==> config.mk <==
export PLATFORM = sky130hd
export DESIGN_NAME = ass_sequencer
export DESIGN_NICKNAME = d
export VERILOG_FILES = /design/src/ass_pkg.sv /design/src/ass_sequencer.sv
export VERILOG_INCLUDE_DIRS = /design/src
export SDC_FILE = /design/constraint.sdc
export NUM_CORES = 1
export LEC_CHECK = 0
export BUFFER_PORTS_ARGS = -buffer_cell sky130_fd_sc_hd__buf_2
export CAP_MARGIN = 30
export CORE_ASPECT_RATIO = 1.4
export CORE_MARGIN = 1.5
export CORE_UTILIZATION = 45
export CTS_CLUSTER_DIAMETER = 100
export CTS_CLUSTER_SIZE = 10
export DETAILED_ROUTE_END_ITERATION = 6
export PLACE_DENSITY_LB_ADDON = 0.15
export SYNTH_ARGS = -nofsm -noshare
export SYNTH_HDL_FRONTEND = slang
export SYNTH_SLANG_ARGS = --single-unit
==> constraint.sdc <==
create_clock -name i_mclk -period 8.97 [get_ports i_mclk]
set_clock_uncertainty 0.15 [all_clocks]
set_input_delay 1.794 -clock i_mclk [delete_from_list [all_inputs] [get_ports i_mclk]]
set_output_delay 1.794 -clock i_mclk [all_outputs]
set_load 0.05 [all_outputs]
==> src/ass_params.svh <==
// Constants of the approach scan sequencer: register offsets, field positions, reset values and timing.
`ifndef ASS_PARAMS_SVH
`define ASS_PARAMS_SVH
`define ASS_OFF_CTRL      12'h000
`define ASS_OFF_APPR_IVL  12'h004
`define ASS_OFF_CAL_IVL   12'h008
`define ASS_OFF_CAL_SLOW  12'h00c
`define ASS_OFF_RX_EN     12'h010
`define ASS_OFF_THRESH    12'h014
`define ASS_OFF_STATUS    12'h018
`define ASS_OFF_MASK      12'h01c
`define ASS_OFF_STATE     12'h020
`define ASS_CTRL_WAKE_EN  0
`define ASS_CTRL_CAL_EN   1
`define ASS_CTRL_SLOW_EN  2
`define ASS_CTRL_RESET    3'h1
`define ASS_ST_APPROACH   0
`define ASS_ST_EXIT       1
`define ASS_ST_CAL_DONE   2
`define ASS_RX_EN_RESET   5'h01
`define ASS_CAL_RX_MASK   5'h1f
`define ASS_SLOW_HZ       32000
`define ASS_APPR_MS       20
`define ASS_CAL_FAST_MS   2000
`define ASS_CAL_SLOW_MS   10000
`define ASS_SLOW_AFTER_MS 60000
`define ASS_SCAN_TICKS    8'h04
`define ASS_THRESH_RESET  16'h0100
`endif

==> src/ass_pkg.sv <==
// Types shared by the approach scan sequencer.
package ass_pkg;
  typedef enum logic [1:0] {ASS_SLEEP, ASS_APPR_SCAN, ASS_CAL_SCAN, ASS_AWAKE} ass_state_type;
  typedef struct packed {
    logic        psel;
    logic        penable;
    logic        pwrite;
    logic [11:0] paddr;
    logic [31:0] pwdata;
  } ass_apb_req_type;
endpackage : ass_pkg

==> src/ass_sequencer.sv <==
// Approach scan sequencer with APB registers, slow tick sync and wake interrupt.
//
// Added by the designer: the address map and the APB slave port.
`timescale 1ns/1ps
`include "ass_params.svh"
// How it works
// Each scan phase runs an approach scan; one receive channel enabled after reset.
// Approach scans are spaced by a software set interval of slow ticks.
// Any enabled channel change above threshold wakes device and host.
// Enabled calibration scans run in a scan phase on all five channels.
// Calibration scans repeat at their own configurable interval.
// Optionally the calibration interval lengthens after a minute without approach.
// Calibration scans can be disabled, leaving approach scans alone.
// A detected approach raises the host interrupt.
// Sleep and scan alternation is timed by slow oscillator ticks.
// Tick defaults assume a slow oscillator of about 32 kHz.
// External interrupt, serial start, clear or watchdog leave wake mode; clear and watchdog only return to sleep, ctrl is kept and scans resume.
// An approach beyond threshold moves the device to processing mode.
// Intervals are tick counters reloaded per interval and reset by master clear.
module ass_sequencer
  import ass_pkg::*;
#(
  parameter int RX_N = 5                                // Receive channel count.
) (
  input  wire logic                  i_mclk,            // System clock, 40 MHz.
  input  wire logic                  i_rst_n,           // Synchronous reset, active low.
  input  wire logic                  i_ce,              // Clock enable; low freezes state.
  input  wire logic                  i_master_clear_pin_n, // Master clear pin, active low.
  input  wire logic                  i_watchdog_reset_source, // Watchdog reset request.
  input  wire logic                  i_external_wake_interrupt, // External wake pin.
  input  wire logic                  i_serial_start,    // Start condition seen on first serial port.
  input  wire logic                  i_slow_scan_oscillator, // Slow oscillator pin, about 32 kHz.
  input  wire logic [RX_N-1:0][15:0] i_rx_delta,        // Per channel signal change magnitude.
  input  wire logic                  i_psel,            // APB select.
  input  wire logic                  i_penable,         // APB enable.
  input  wire logic                  i_pwrite,          // APB write.
  input  wire logic [11:0]           i_paddr,           // APB byte address.
  input  wire logic [31:0]           i_pwdata,          // APB write data.
  output logic [31:0]                o_prdata,          // APB read data.
  output logic                       o_pready,          // APB ready, always high.
  output logic                       o_pslverr,         // APB error on unmapped address.
  output logic [RX_N-1:0]            o_rx_active,       // Channels powered for the current scan.
  output logic                       o_approach_scan,   // Approach scan in progress.
  output logic                       o_cal_scan,        // Calibration scan in progress.
  output logic                       o_processing_mode, // Device left self wake-up mode.
  output logic                       o_irq              // Level interrupt to host.
);
  localparam logic [23:0] APPR_TICKS = 24'((`ASS_APPR_MS * `ASS_SLOW_HZ) / 1000);
  localparam logic [23:0] CAL_FAST   = 24'((`ASS_CAL_FAST_MS * `ASS_SLOW_HZ) / 1000);
  localparam logic [23:0] CAL_SLOW   = 24'((`ASS_CAL_SLOW_MS * `ASS_SLOW_HZ) / 1000);
  localparam logic [23:0] SLOW_AFTER = 24'((`ASS_SLOW_AFTER_MS * `ASS_SLOW_HZ) / 1000);

  ass_apb_req_type req;
  ass_state_type   state, next_state;
  logic [2:0]  sync_lso, sync_mc, sync_wd, sync_ext;
  logic        tick, clr;
  logic [2:0]  ctrl, next_ctrl;
  logic [23:0] appr_ivl, next_appr_ivl, cal_ivl, next_cal_ivl, cal_slow_ivl, next_cal_slow_ivl;
  logic [RX_N-1:0] rx_en, next_rx_en;
  logic [15:0] thresh, next_thresh;
  logic [2:0]  status, next_status, mask, next_mask;
  logic [23:0] appr_cnt, next_appr_cnt, cal_cnt, next_cal_cnt, idle_cnt, next_idle_cnt;
  logic [7:0]  scan_cnt, next_scan_cnt;
  logic        cal_due, next_cal_due;
  logic [RX_N-1:0] hit;
  logic        approach, exit_evt, wr, rd, stat_rd;
  logic [31:0] next_prdata;
  logic        next_pslverr;

  assign req = '{psel: i_psel, penable: i_penable, pwrite: i_pwrite, paddr: i_paddr, pwdata: i_pwdata};
  assign wr  = req.psel && req.penable && req.pwrite;
  assign rd  = req.psel && !req.penable && !req.pwrite;
  assign stat_rd = req.psel && req.penable && !req.pwrite && (req.paddr == `ASS_OFF_STATUS);

  // Pins pass two flops; the third stage only serves edge detection of the slow clock.
  always_ff @(posedge i_mclk) begin
    if (!i_rst_n) begin
      sync_lso <= 3'h0;
      sync_mc  <= 3'h7;
      sync_wd  <= 3'h0;
      sync_ext <= 3'h0;
    end else if (i_ce) begin
      sync_lso <= {sync_lso[1:0], i_slow_scan_oscillator};
      sync_mc  <= {sync_mc[1:0], i_master_clear_pin_n};
      sync_wd  <= {sync_wd[1:0], i_watchdog_reset_source};
      sync_ext <= {sync_ext[1:0], i_external_wake_interrupt};
    end
  end

  // One tick per slow oscillator rising edge; read only from the second and third stage.
  assign tick = sync_lso[1] && !sync_lso[2];
  assign clr  = !sync_mc[1] || sync_wd[1];

  // Threshold compare per receive channel.
  for (genvar g = 0; g < RX_N; g++) begin : g_cmp
    assign hit[g] = rx_en[g] && (i_rx_delta[g] > thresh);
  end
  assign approach = (state == ASS_APPR_SCAN) && (|hit);
  assign exit_evt = (state != ASS_AWAKE) && ctrl[`ASS_CTRL_WAKE_EN] &&
                    (approach || sync_ext[1] || i_serial_start);

  // Register file next values; status set wins over read clear.
  always_comb begin
    next_ctrl         = ctrl;
    next_appr_ivl     = appr_ivl;
    next_cal_ivl      = cal_ivl;
    next_cal_slow_ivl = cal_slow_ivl;
    next_rx_en        = rx_en;
    next_thresh       = thresh;
    next_mask         = mask;
    next_status       = status;
    next_prdata       = o_prdata;
    next_pslverr      = 1'b0;
    if (wr) begin
      case (req.paddr)
        `ASS_OFF_CTRL:     next_ctrl = req.pwdata[2:0];
        `ASS_OFF_APPR_IVL: next_appr_ivl = req.pwdata[23:0];
        `ASS_OFF_CAL_IVL:  next_cal_ivl = req.pwdata[23:0];
        `ASS_OFF_CAL_SLOW: next_cal_slow_ivl = req.pwdata[23:0];
        `ASS_OFF_RX_EN:    next_rx_en = req.pwdata[RX_N-1:0];
        `ASS_OFF_THRESH:   next_thresh = req.pwdata[15:0];
        `ASS_OFF_MASK:     next_mask = req.pwdata[2:0];
        `ASS_OFF_STATUS, `ASS_OFF_STATE: next_pslverr = 1'b0;
        default:           next_pslverr = 1'b1;
      endcase
    end
    if (rd) begin
      case (req.paddr)
        `ASS_OFF_CTRL:     next_prdata = {29'h0, ctrl};
        `ASS_OFF_APPR_IVL: next_prdata = {8'h0, appr_ivl};
        `ASS_OFF_CAL_IVL:  next_prdata = {8'h0, cal_ivl};
        `ASS_OFF_CAL_SLOW: next_prdata = {8'h0, cal_slow_ivl};
        `ASS_OFF_RX_EN:    next_prdata = {{(32-RX_N){1'b0}}, rx_en};
        `ASS_OFF_THRESH:   next_prdata = {16'h0, thresh};
        `ASS_OFF_STATUS:   next_prdata = {29'h0, status};
        `ASS_OFF_MASK:     next_prdata = {29'h0, mask};
        `ASS_OFF_STATE:    next_prdata = {30'h0, state};
        default:           next_prdata = 32'h0;
      endcase
    end
    if (stat_rd) begin
      next_status = 3'h0;
    end
    if (!(req.psel && req.penable && !req.pwrite) && rd) begin
      next_pslverr = 1'b0;
    end
    // Unmapped addresses flag from the setup edge, so the error stands in the access phase for both directions.
    if (req.psel && !(req.paddr inside {`ASS_OFF_CTRL, `ASS_OFF_APPR_IVL, `ASS_OFF_CAL_IVL,
        `ASS_OFF_CAL_SLOW, `ASS_OFF_RX_EN, `ASS_OFF_THRESH, `ASS_OFF_STATUS, `ASS_OFF_MASK, `ASS_OFF_STATE})) begin
      next_pslverr = 1'b1;
    end
    if (approach) begin
      next_status[`ASS_ST_APPROACH] = 1'b1;
    end
    if (exit_evt) begin
      next_status[`ASS_ST_EXIT] = 1'b1;
    end
    if (state == ASS_CAL_SCAN && tick && scan_cnt == 8'h00) begin
      next_status[`ASS_ST_CAL_DONE] = 1'b1;
    end
  end

  // Register file flops.
  always_ff @(posedge i_mclk) begin
    if (!i_rst_n) begin
      ctrl         <= `ASS_CTRL_RESET;
      appr_ivl     <= APPR_TICKS;
      cal_ivl      <= CAL_FAST;
      cal_slow_ivl <= CAL_SLOW;
      rx_en        <= RX_N'(`ASS_RX_EN_RESET);
      thresh       <= `ASS_THRESH_RESET;
      status       <= 3'h0;
      mask         <= 3'h0;
      o_prdata     <= 32'h0;
      o_pslverr    <= 1'b0;
    end else if (i_ce) begin
      ctrl         <= next_ctrl;
      appr_ivl     <= next_appr_ivl;
      cal_ivl      <= next_cal_ivl;
      cal_slow_ivl <= next_cal_slow_ivl;
      rx_en        <= next_rx_en;
      thresh       <= next_thresh;
      status       <= next_status;
      mask         <= next_mask;
      o_prdata     <= next_prdata;
      o_pslverr    <= next_pslverr;
    end
  end

  // Scan scheduler; clear and watchdog return everything to sleep with fresh interval and idle counters.
  always_comb begin
    next_state    = state;
    next_appr_cnt = appr_cnt;
    next_cal_cnt  = cal_cnt;
    next_idle_cnt = idle_cnt;
    next_scan_cnt = scan_cnt;
    next_cal_due  = cal_due;
    case (state)
      ASS_SLEEP: begin
        if (tick) begin
          if (idle_cnt != SLOW_AFTER) next_idle_cnt = idle_cnt + 24'h1;
          if (cal_cnt == 24'h0) begin
            next_cal_due = ctrl[`ASS_CTRL_CAL_EN];
            next_cal_cnt = (ctrl[`ASS_CTRL_SLOW_EN] && idle_cnt == SLOW_AFTER) ? cal_slow_ivl : cal_ivl;
          end else begin
            next_cal_cnt = cal_cnt - 24'h1;
          end
          if (appr_cnt == 24'h0) begin
            next_appr_cnt = appr_ivl;
            next_scan_cnt = `ASS_SCAN_TICKS;
            next_state    = ASS_APPR_SCAN;
          end else begin
            next_appr_cnt = appr_cnt - 24'h1;
          end
        end
      end
      ASS_APPR_SCAN: begin
        if (tick) begin
          if (scan_cnt != 8'h00) begin
            next_scan_cnt = scan_cnt - 8'h01;
          end else if (cal_due) begin
            next_cal_due  = 1'b0;
            next_scan_cnt = `ASS_SCAN_TICKS;
            next_state    = ASS_CAL_SCAN;
          end else begin
            next_state = ASS_SLEEP;
          end
        end
      end
      ASS_CAL_SCAN: begin
        if (tick && scan_cnt != 8'h00) next_scan_cnt = scan_cnt - 8'h01;
        else if (tick) next_state = ASS_SLEEP;
      end
      ASS_AWAKE: begin
        if (!ctrl[`ASS_CTRL_WAKE_EN]) begin
          next_state    = ASS_SLEEP;
          next_idle_cnt = 24'h0;
          next_appr_cnt = appr_ivl;
        end
      end
      default: next_state = ASS_SLEEP;
    endcase
    if (exit_evt) begin
      next_state    = ASS_AWAKE;
      next_idle_cnt = 24'h0;
    end
    if (!ctrl[`ASS_CTRL_WAKE_EN] && state != ASS_AWAKE) begin
      next_state = ASS_SLEEP;
    end
    if (clr) begin
      next_state    = ASS_SLEEP;
      next_appr_cnt = appr_ivl;
      next_cal_cnt  = cal_ivl;
      next_idle_cnt = 24'h0;
      next_cal_due  = 1'b0;
    end
  end

  // Scheduler flops.
  always_ff @(posedge i_mclk) begin
    if (!i_rst_n) begin
      state    <= ASS_SLEEP;
      appr_cnt <= APPR_TICKS;
      cal_cnt  <= CAL_FAST;
      idle_cnt <= 24'h0;
      scan_cnt <= 8'h00;
      cal_due  <= 1'b0;
    end else if (i_ce) begin
      state    <= next_state;
      appr_cnt <= next_appr_cnt;
      cal_cnt  <= next_cal_cnt;
      idle_cnt <= next_idle_cnt;
      scan_cnt <= next_scan_cnt;
      cal_due  <= next_cal_due;
    end
  end

  // Outputs follow state; the wake interrupt stays until status is read or its mask bit is cleared.
  assign o_pready          = 1'b1;
  assign o_approach_scan   = (state == ASS_APPR_SCAN);
  assign o_cal_scan        = (state == ASS_CAL_SCAN);
  assign o_processing_mode = (state == ASS_AWAKE);
  assign o_rx_active       = (state == ASS_APPR_SCAN) ? rx_en :
                             (state == ASS_CAL_SCAN) ? RX_N'(`ASS_CAL_RX_MASK) : '0;
  assign o_irq             = |(status & mask);

  property p_appr_irq;
    @(posedge i_mclk) disable iff (!i_rst_n)
      (i_ce && approach && !clr && ctrl[`ASS_CTRL_WAKE_EN]) |=> status[`ASS_ST_APPROACH];
  endproperty
  a_appr_irq: assert property (p_appr_irq) else $error("approach did not set status");
  property p_wake;
    @(posedge i_mclk) disable iff (!i_rst_n) (i_ce && exit_evt && !clr) |=> o_processing_mode;
  endproperty
  a_wake: assert property (p_wake) else $error("exit event did not wake");
  property p_clear;
    @(posedge i_mclk) disable iff (!i_rst_n) (i_ce && clr) |=> (state == ASS_SLEEP && appr_cnt == appr_ivl);
  endproperty
  a_clear: assert property (p_clear) else $error("master clear did not reset");
  property p_cal_rx;
    @(posedge i_mclk) disable iff (!i_rst_n) o_cal_scan |-> (o_rx_active == RX_N'(`ASS_CAL_RX_MASK));
  endproperty
  a_cal_rx: assert property (p_cal_rx) else $error("calibration channels wrong");
  property p_no_cal;
    @(posedge i_mclk) disable iff (!i_rst_n) (!ctrl[`ASS_CTRL_CAL_EN] && !cal_due && !o_cal_scan) |=> !o_cal_scan;
  endproperty
  a_no_cal: assert property (p_no_cal) else $error("calibration ran while disabled");
  property p_irq;
    @(posedge i_mclk) disable iff (!i_rst_n) (i_ce && |(status & mask) && !stat_rd && !wr) |=> o_irq;
  endproperty
  a_irq: assert property (p_irq) else $error("irq dropped before status read");
  property p_appr_start;
    @(posedge i_mclk) disable iff (!i_rst_n)
      (i_ce && state == ASS_SLEEP && tick && appr_cnt == 24'h0 && !exit_evt && !clr && ctrl[`ASS_CTRL_WAKE_EN])
      |=> o_approach_scan;
  endproperty
  a_appr_start: assert property (p_appr_start) else $error("approach scan did not start");
  property p_scan_rx;
    @(posedge i_mclk) disable iff (!i_rst_n) o_approach_scan |-> (o_rx_active == rx_en);
  endproperty
  a_scan_rx: assert property (p_scan_rx) else $error("approach channels wrong");
  c_appr: cover property (@(posedge i_mclk) disable iff (!i_rst_n) o_approach_scan);
  c_cal: cover property (@(posedge i_mclk) disable iff (!i_rst_n) o_cal_scan);
  c_wake: cover property (@(posedge i_mclk) disable iff (!i_rst_n) o_processing_mode && o_irq);
endmodule : ass_sequencer

Word-level counts from Yosys, hierarchy flattened:

Cells that the tools add are included.

* order comparisons: 5
* muxes and demuxes: 52
* eq/ne operators: 34
* add/subtract/negate cells: 4
* bitwise operators: 1
* reduce and logical (&&, ||, !) cells: 68

Operator list (count)
* 2-to-1 mux 24 bit: 14
* one-hot mux 24 bit (9 select lines): 1
* one-hot mux 24 bit (2 select lines): 2
* > comparator 16 bit: 5
* equality test 12 x 5 -> 1 bit, second input constant: 4
* logical NOT 24 bit: 2
* 2-to-1 mux 8 bit: 6
* subtractor 24 x 1 -> 24 bit, second input constant: 2
* adder 24 x 1 -> 24 bit, second input constant: 1
* equality test 12 x 4 -> 1 bit, second input constant: 2
* equality test 24 x 21 -> 1 bit, second input constant: 1
* inequality test 24 x 21 -> 1 bit, second input constant: 1
* one-hot mux 8 bit (3 select lines): 1
* AND reduction 3 bit: 8
* logical AND 1 bit: 22
* 2-to-1 mux 2 bit: 11
* equality test 12 x 3 -> 1 bit, second input constant: 1
* equality test 12 x 6 -> 1 bit, second input constant: 1
* logical NOT 12 bit: 1
* 2-to-1 mux 1 bit: 12
* inequality test 3 bit, second input constant: 4
* 2-to-1 mux 5 bit: 2
* inequality test 5 x 1 -> 1 bit, second input constant: 2
* inequality test 5 x 4 -> 1 bit, second input constant: 2
* 32 further kinds: 56

* flip-flop bits (word level): 227

Longest topological paths before layout:

Gate-level depths: netlist of the first run.

* depth in word-level cells: 10
* gate-level depth with buffers: 13

Worst setup path after synthesis of the first run:

No wires, ideal clock.

* path kind: input -> register
* start: input i_rx_delta[65] (netlist bit)
* end: register idle_cnt[0]
* data required time: 8761 ps
* stages on the path: 12
* path buffers: 2
* data arrival time: 4400 ps
* slack: 4361 ps
* cell sequence: ha_1 nor2b_1 o211ai_1 a21oi_1 or4b_1 a221oi_1 a21boi_1 o311ai_1 and3_1 clkbuf_1 buf_2 mux2_2

* cells in the longest elaborated chain, start to end: 9
* elaborated cells on any way between the ends: 14
* those cells by class: order compare: 1; eq/ne: 3; mux: 2; reduce/logical: 8

Ends and longest elaborated chain
* start, declared: line ass_sequencer.sv:33 `input wire logic [RX_N-1:0][15:0] i_rx_delta,`
* > comparator 16 bit *: line ass_sequencer.sv:96 `assign hit[g] = rx_en[g] && (i_rx_delta[g] > thresh);`
* logical AND 1 bit *: line ass_sequencer.sv:96
* OR reduction 5 bit *: line ass_sequencer.sv:98 `assign approach = (state == ASS_APPR_SCAN) && (|hit);`
* logical AND 1 bit *: line ass_sequencer.sv:98
* logical OR 1 bit * (2 in a row): line ass_sequencer.sv:100 `(approach || sync_ext[1] || i_serial_start);`
* logical AND 1 bit *: line ass_sequencer.sv:99 `` assign exit_evt = (state != ASS_AWAKE) && ctrl[`ASS_CTRL_WAKE_EN] && ``
* inequality test 4 bit (no line), or another cell as far along
* AND reduction 5 bit (no line) / 2-to-1 mux 24 bit (equally long branches)
* end signal, assigned: line ass_sequencer.sv:272 `idle_cnt <= next_idle_cnt;`
* end, declared: line ass_sequencer.sv:62 `logic [23:0] appr_cnt, next_appr_cnt, cal_cnt, next_cal_cnt, idle_cnt, next_idle_cnt;`

Mark *: on every way between the ends. The rest lies on a longest branch, timed or not.
A chain may end at the register's enable or synchronous reset.

Final worst setup path of the first run:

* start: input i_rx_delta[15] (netlist bit)
* end: register idle_cnt[0]

Same word-level chain as after synthesis.

==> results of run 1 <==
[area by class of cell]
cell class / count / area (µm²)
diodes: 3 / 7.507
clock buffers: 26 / 629.4
fillers: 2807 / 13200
inverters: 39 / 148.9
multi-input cells: 1281 / 7799
flip-flops and latches: 219 / 4384
well taps: 370 / 462.9
repair buffers: 180 / 1026
[power groups by stage]
stage               Sequential (W)  Clock, W  Combinational [W]
floorplan                  0.00105         0           0.000274
finish                     0.00102  0.000864           0.000397
global route               0.00103  0.000918           0.000438
CTS                        0.00102  0.000886           0.000395
global placement           0.00104         0           0.000387
detailed placement         0.00104         0           0.000393
[flip-flops by register name (all words and copies together) (netlist names), 2 cells and up]
| name | flops |
|---|---|
| appr_cnt | 24 |
| appr_ivl | 24 |
| cal_cnt | 24 |
| cal_ivl | 24 |
| cal_slow_ivl | 24 |
| idle_cnt | 24 |
| o_prdata | 24 |
| thresh | 16 |
| scan_cnt | 8 |
| rx_en | 5 |
| ctrl | 3 |
| mask | 3 |
| status | 3 |
| sync_lso | 3 |
| state | 2 |
| sync_ext | 2 |
| sync_mc | 2 |
| sync_wd | 2 |
[logic make-up after synthesis]
kind of cell,count (synthesis)
AND/OR/NAND/NOR,714
AO/OA/AOI/OAI,392
flip-flops,219
buffers and inverters,142
adder cells (fa/ha/maj),91
multiplexers,52
XOR/XNOR,23
other,2
[stage by stage]
stage,setup slack [ns],hold slack [ns],area [µm²],cells
final,3.636,0.3172,14460,2118
after global routing,3.451,0.3444,14460,2117
after CTS,3.706,0.3202,14420,2114
after detailed placement,3.165,0.3125,13790,2088
after global placement,3.196,0.3040,13710,2084
after floorplan,4.361,0.2866,12720,1642
[routing by layer]
metal / vias up / GRT usage / part of all wire
met4: 0 / 0.07953 / 0.026
met1: 5901 / 0.3250 / 0.43
met3: 52 / 0.02653 / 0.049
met2: 342 / 0.4547 / 0.49
li1: 6067 / - / -
met5: - / 0 / 0
[path summary, 6_finish.rpt]
check	to	start	depth (start not counted)
max	idle_cnt[0]	i_rx_delta[15]	9
max reg2reg	idle_cnt[0]	thresh[15]	9
min	appr_cnt[22]	appr_cnt[22]	2
min reg2reg	appr_cnt[22]	appr_cnt[22]	2
[worst min-delay path: stages, from the launching register on]
cell and delay [ns]:
dfxtp_1 0.32, inv_1 0.05, a21oi_1 0.05
[cell usage in the layout, fill, tap and decap left out, types with 23 or more instances in the layout]
cell type	netlist	layout
or3_1	23	23
ha_1	91	91
inv_1	39	38
nand4_1	29	29
o21ai_0	51	51
nor2_1	182	182
buf_2	6	160
a21oi_1	159	159
nor3_1	53	49
a211oi_1	26	26
nand3_1	48	48
clkbuf_16	0	25
dfxtp_1	219	219
nand2_1	262	262
mux2i_1	51	51
==> flow_summary.toml, run 1 <==
[synth]
synthSimpleGateAreaFrac = 0.2634
synth_fa_ha_area_frac = 0.08971
yosys_warnings = 0
yosysSeqAreaShare = 0.3454
syn_avg_cell_area_um2 = 7.763
synth-seq-cells = 219
syn_area_um2 = 12690
synth_top_family_by_area = "simple AND/OR/NAND/NOR gates"
synth_common_cells = "nand2_1, dfxtp_1, nor2_1"
synth_area_leaders = "dfxtp_1, ha_1, nand2_1"
synth_area_leader_cell = "dfxtp_1"
async_flop_share = 0
synthXorXnorAreaFrac = 0.01587
syn-instance-count = 1635
synth_top_area_share = 0.3454
synth_compound_area_frac = 0.1980
synth_edf_count = 0
synth-main-ff-cell = "dfxtp_1"
ys_types = 76
synthMuxAreaShare = 0.04111
synth.most_common_cell = "nand2_1"

[routing]
vias = 12360
avgViaCountPerCell = 5.837
ant_nets = 0
routed_wl_um = 38610
drt_iter0_markers = 760
dr.pass1.iters = 5
drc = 0
wl_per_cell_um = 18.23

[power]
power_switching_w = 0.0006533
leakage_nw = 5.809
seqPwrFrac = 0.448
power_w = 0.002285
p_sw_frac = 0.2860
p_per_area_nw_per_um2 = 158.0
irDropWorstVdd_mv = 0.1466
p_int_w = 0.001631
p_comb_frac = 0.174
p_clk_frac = 0.378

[status]
status = "finished clean"

[sta]
finalHoldViolations = 0
fin_crit_sh = 0.5947
rsz0062_at_grt = "no"
tightest_slew_ns = 1.063
setup_tns_ns = 0
drv_slew = 0
max-slew-margin-rel = 0.2895
setup_viol_count_final = 0
fmax_ghz = 0.1875
finalCriticalPeriod_ns = 5.334

[global_route]
grt.total_usage = 0.2564
grt_pass1_wl_um = 61420
grt_max_degree = 67
grt_pass1_vias = 11640
grt-ovfl-total = 0
antenna_found_initial = 2

[cts]
cts_buffers = 25
cts_buffer_depth = 3
cts_tree = "done"
insertion_delay_ns = 0.51
clkTransAtPathRegs_ns = 0.06
cts_sinks = 219
post_cts_buffers = 0
cts_root_buf = "clkbuf_16"
cts_hold_buffers = 0
cts_resized = 0
htree_num_levels = 1

[floorplan]
die_h_um = 201.7
rows = 72
die_x_um = 144.9
dieArea_um2 = 29230
ios = 178
start_util = 0.4589
design.core.area_um2 = 27660

[final_layout]
fin_nets = 1972
drive_gt1_frac = 0.1341
areaGrowthSynthToFinish_pct = 13.91
fin_util = 0.5228

[setup_path]
critPathBufInv = 1
crit_arrival_ns = 5.64
required_ns = 9.28
startpoint_type = "input port"
critPathTopFamily = "simple AND/OR/NAND/NOR gates"
cp_slowest_cell = "nor2b_1"
path_cells = "buf_2 > ha_1 > nand4_1 > nor4_1 > a21boi_0 > a221oi_1 > a21o_1 > nor2b_1 > mux2_2"
worstSetupEndpointType = "flip-flop"
worst-path-max-fanout = 29
crit_type = "input port to flip-flop"
reg2reg_slack_ns = 4.43
max_stage_delay_ns = 0.92

[flow_run]
max_cap_violations = 0

[placed_design]
io_buffers = 160
dp_hpwl_um = 27530
finalWeightedCongestion = 0.8631

[worst_hold_path]
hold_class = "flip-flop to flip-flop"
Note: power is estimated with default switching activity, not from simulation.
==> run 2: changes to the inputs <==
==> constraint.sdc (replaced) <==
create_clock -name i_mclk -period 5.32 [get_ports i_mclk]
set_clock_uncertainty 0.15 [all_clocks]
set_input_delay 1.064 -clock i_mclk [delete_from_list [all_inputs] [get_ports i_mclk]]
set_output_delay 1.064 -clock i_mclk [all_outputs]
set_load 0.05 [all_outputs]
==> run 2 against run 1 <==
Via count decreased by 0.79%. Core utilization about the same. Global-route usage is 0.27 points higher. Design area about the same. Clock-buffer cell count did not move. Register-to-register slack worse by 3.0 ns. Cell count grew 0.19%. Sequential cell count stayed put. Total power is 70% higher. Sequential power grew 70%. Largest cell class unchanged.
==> flow_summary.toml, run 2 (same netlist as run 1, synthesis figures left out) <==
[cts]
post_cts_buffers = 0
cts_resized = 0
htree_num_levels = 1
cts_buffer_depth = 3
cts_buffers = 25
cts_tree = "done"
insertion_delay_ns = 0.53
cts_sinks = 219
clkTransAtPathRegs_ns = 0.05
cts_root_buf = "clkbuf_16"
cts_hold_buffers = 0

[final_layout]
design_area_um2 = 14450
final_cell_mix = "nand2_1, dfxtp_1, nor2_1"
stdcell_count = 2122
areaGrowthSynthToFinish_pct = 13.86
fin_util = 0.5225
final_common_cell = "nand2_1"
fin_nets = 1977
drive_gt1_frac = 0.1371

[sta]
max-slew-margin-rel = 0.2953
tightest_slew_ns = 1.050
finalHoldViolations = 0
setup_tns_ns = 0
fmax_ghz = 0.2539
drv_slew = 0
rsz0062_at_grt = "no"
fin_crit_sh = 0.7403
finalCriticalPeriod_ns = 3.938
layout_setup_ws_ns = 1.382
setup_viol_count_final = 0

[worst_hold_path]
min_from = "appr_cnt[22]"
hold_class = "flip-flop to flip-flop"

[global_route]
grt.total_usage = 0.2591
grt_pass1_wl_um = 61670
grt_pass1_vias = 11890
antenna_found_initial = 1
grt-ovfl-total = 0
grt_max_degree = 71

[setup_path]
crit_arrival_ns = 4.18
crit_start = "i_rx_delta[15]"
crit_type = "input port to flip-flop"
required_ns = 5.57
worst-path-max-fanout = 23
r2r_start = "thresh[15]"
startpoint_type = "input port"
worstSetupEndpointType = "flip-flop"

[routing]
drt_iter0_markers = 761
drc = 0
avgViaCountPerCell = 5.779
vias = 12260
wl_per_cell_um = 18.24
dr.pass1.iters = 7
routed_wl_um = 38700
ant_nets = 0

[floorplan]
ios = 178
start_util = 0.4589
dieArea_um2 = 29230
die_x_um = 144.9
design.core.area_um2 = 27660
rows = 72
die_h_um = 201.7

[power]
p_per_area_nw_per_um2 = 268.1
leakage_nw = 5.820
irDropWorstVdd_mv = 0.2517

[placed_design]
placed_area_um2 = 13810
finalWeightedCongestion = 0.8699
post-place-cells = 2094
dp_hpwl_um = 27710
pre_cts_slack_ns = 0.8951
io_buffers = 160

[status]
status = "finished clean"

[flow_run]
max_cap_violations = 0
## run 2: changes by cell type in the layout (fill, tap and decap cells not counted)
cell,before,now
inv_6,0,1
buf_4,15,22
buf_12,0,1
buf_16,3,0
and2_0,0,1
and2_1,9,8
diode_2,3,1
## run 2: per-layer routing
metal  vias up  part of all wire  track usage  wire (µm)
met1      5732              0.44       0.3253      16920
li1       6086                 -            -          -
met5         -                 0            0          0
met3        85             0.049      0.03016       1881
met2       361              0.48       0.4482      18390
met4         0             0.039       0.1079       1511
## run 2: power by group
| part | leakage (nW) | total, W | switching, W | internal (W) |
|---|---|---|---|---|
| Clock | 0.314 | 0.00148 | 0.000650 | 0.000827 |
| Combinational | 3.73 | 0.000672 | 0.000427 | 0.000245 |
| Sequential | 1.77 | 0.00173 | 0.0000409 | 0.00169 |
| Total | 5.82 | 0.00387 | 0.00112 | 0.00276 |
## run 2: worst paths after layout
kind,cells past startpoint,end,slack [ns]
setup reg to reg,13,idle_cnt[6],1.41
hold / removal,2,appr_cnt[22],0.32
hold reg to reg,2,appr_cnt[22],0.32
setup / recovery,13,idle_cnt[6],1.38
## run 2: metrics by stage
stage,total power [W],hold slack [ns]
3_5_place_dp,0.002426,0.3105
4_1_cts,0.003896,0.3199
6_report,0.003875,0.3208
5_1_grt,0.004047,0.3409
2_1_floorplan,0.002234,0.2866
3_3_place_gp,0.002414,0.3049
## run 2: final cells by class
class / count / area [µm²]
clock buffers: 26 / 629.4
inverters: 39 / 148.9
repair buffers: 185 / 1016
clock inverters: 1 / 8.758
multi-input cells: 1281 / 7799
fillers: 2719 / 13210
well taps: 370 / 462.9
flip-flops and latches: 219 / 4384
diodes: 1 / 2.502
## run 2: critical path: stages
cell      delay [ns]
buf_2           0.11
ha_1            0.29
nand4_1         0.16
nor4_1          0.56
o21ai_0         0.27
o211ai_1        0.19
a221oi_1        0.18
a21boi_1        0.28
o311ai_1        0.13
buf_4           0.20
and3_1          0.16
buf_4           0.21
a221o_1         0.37
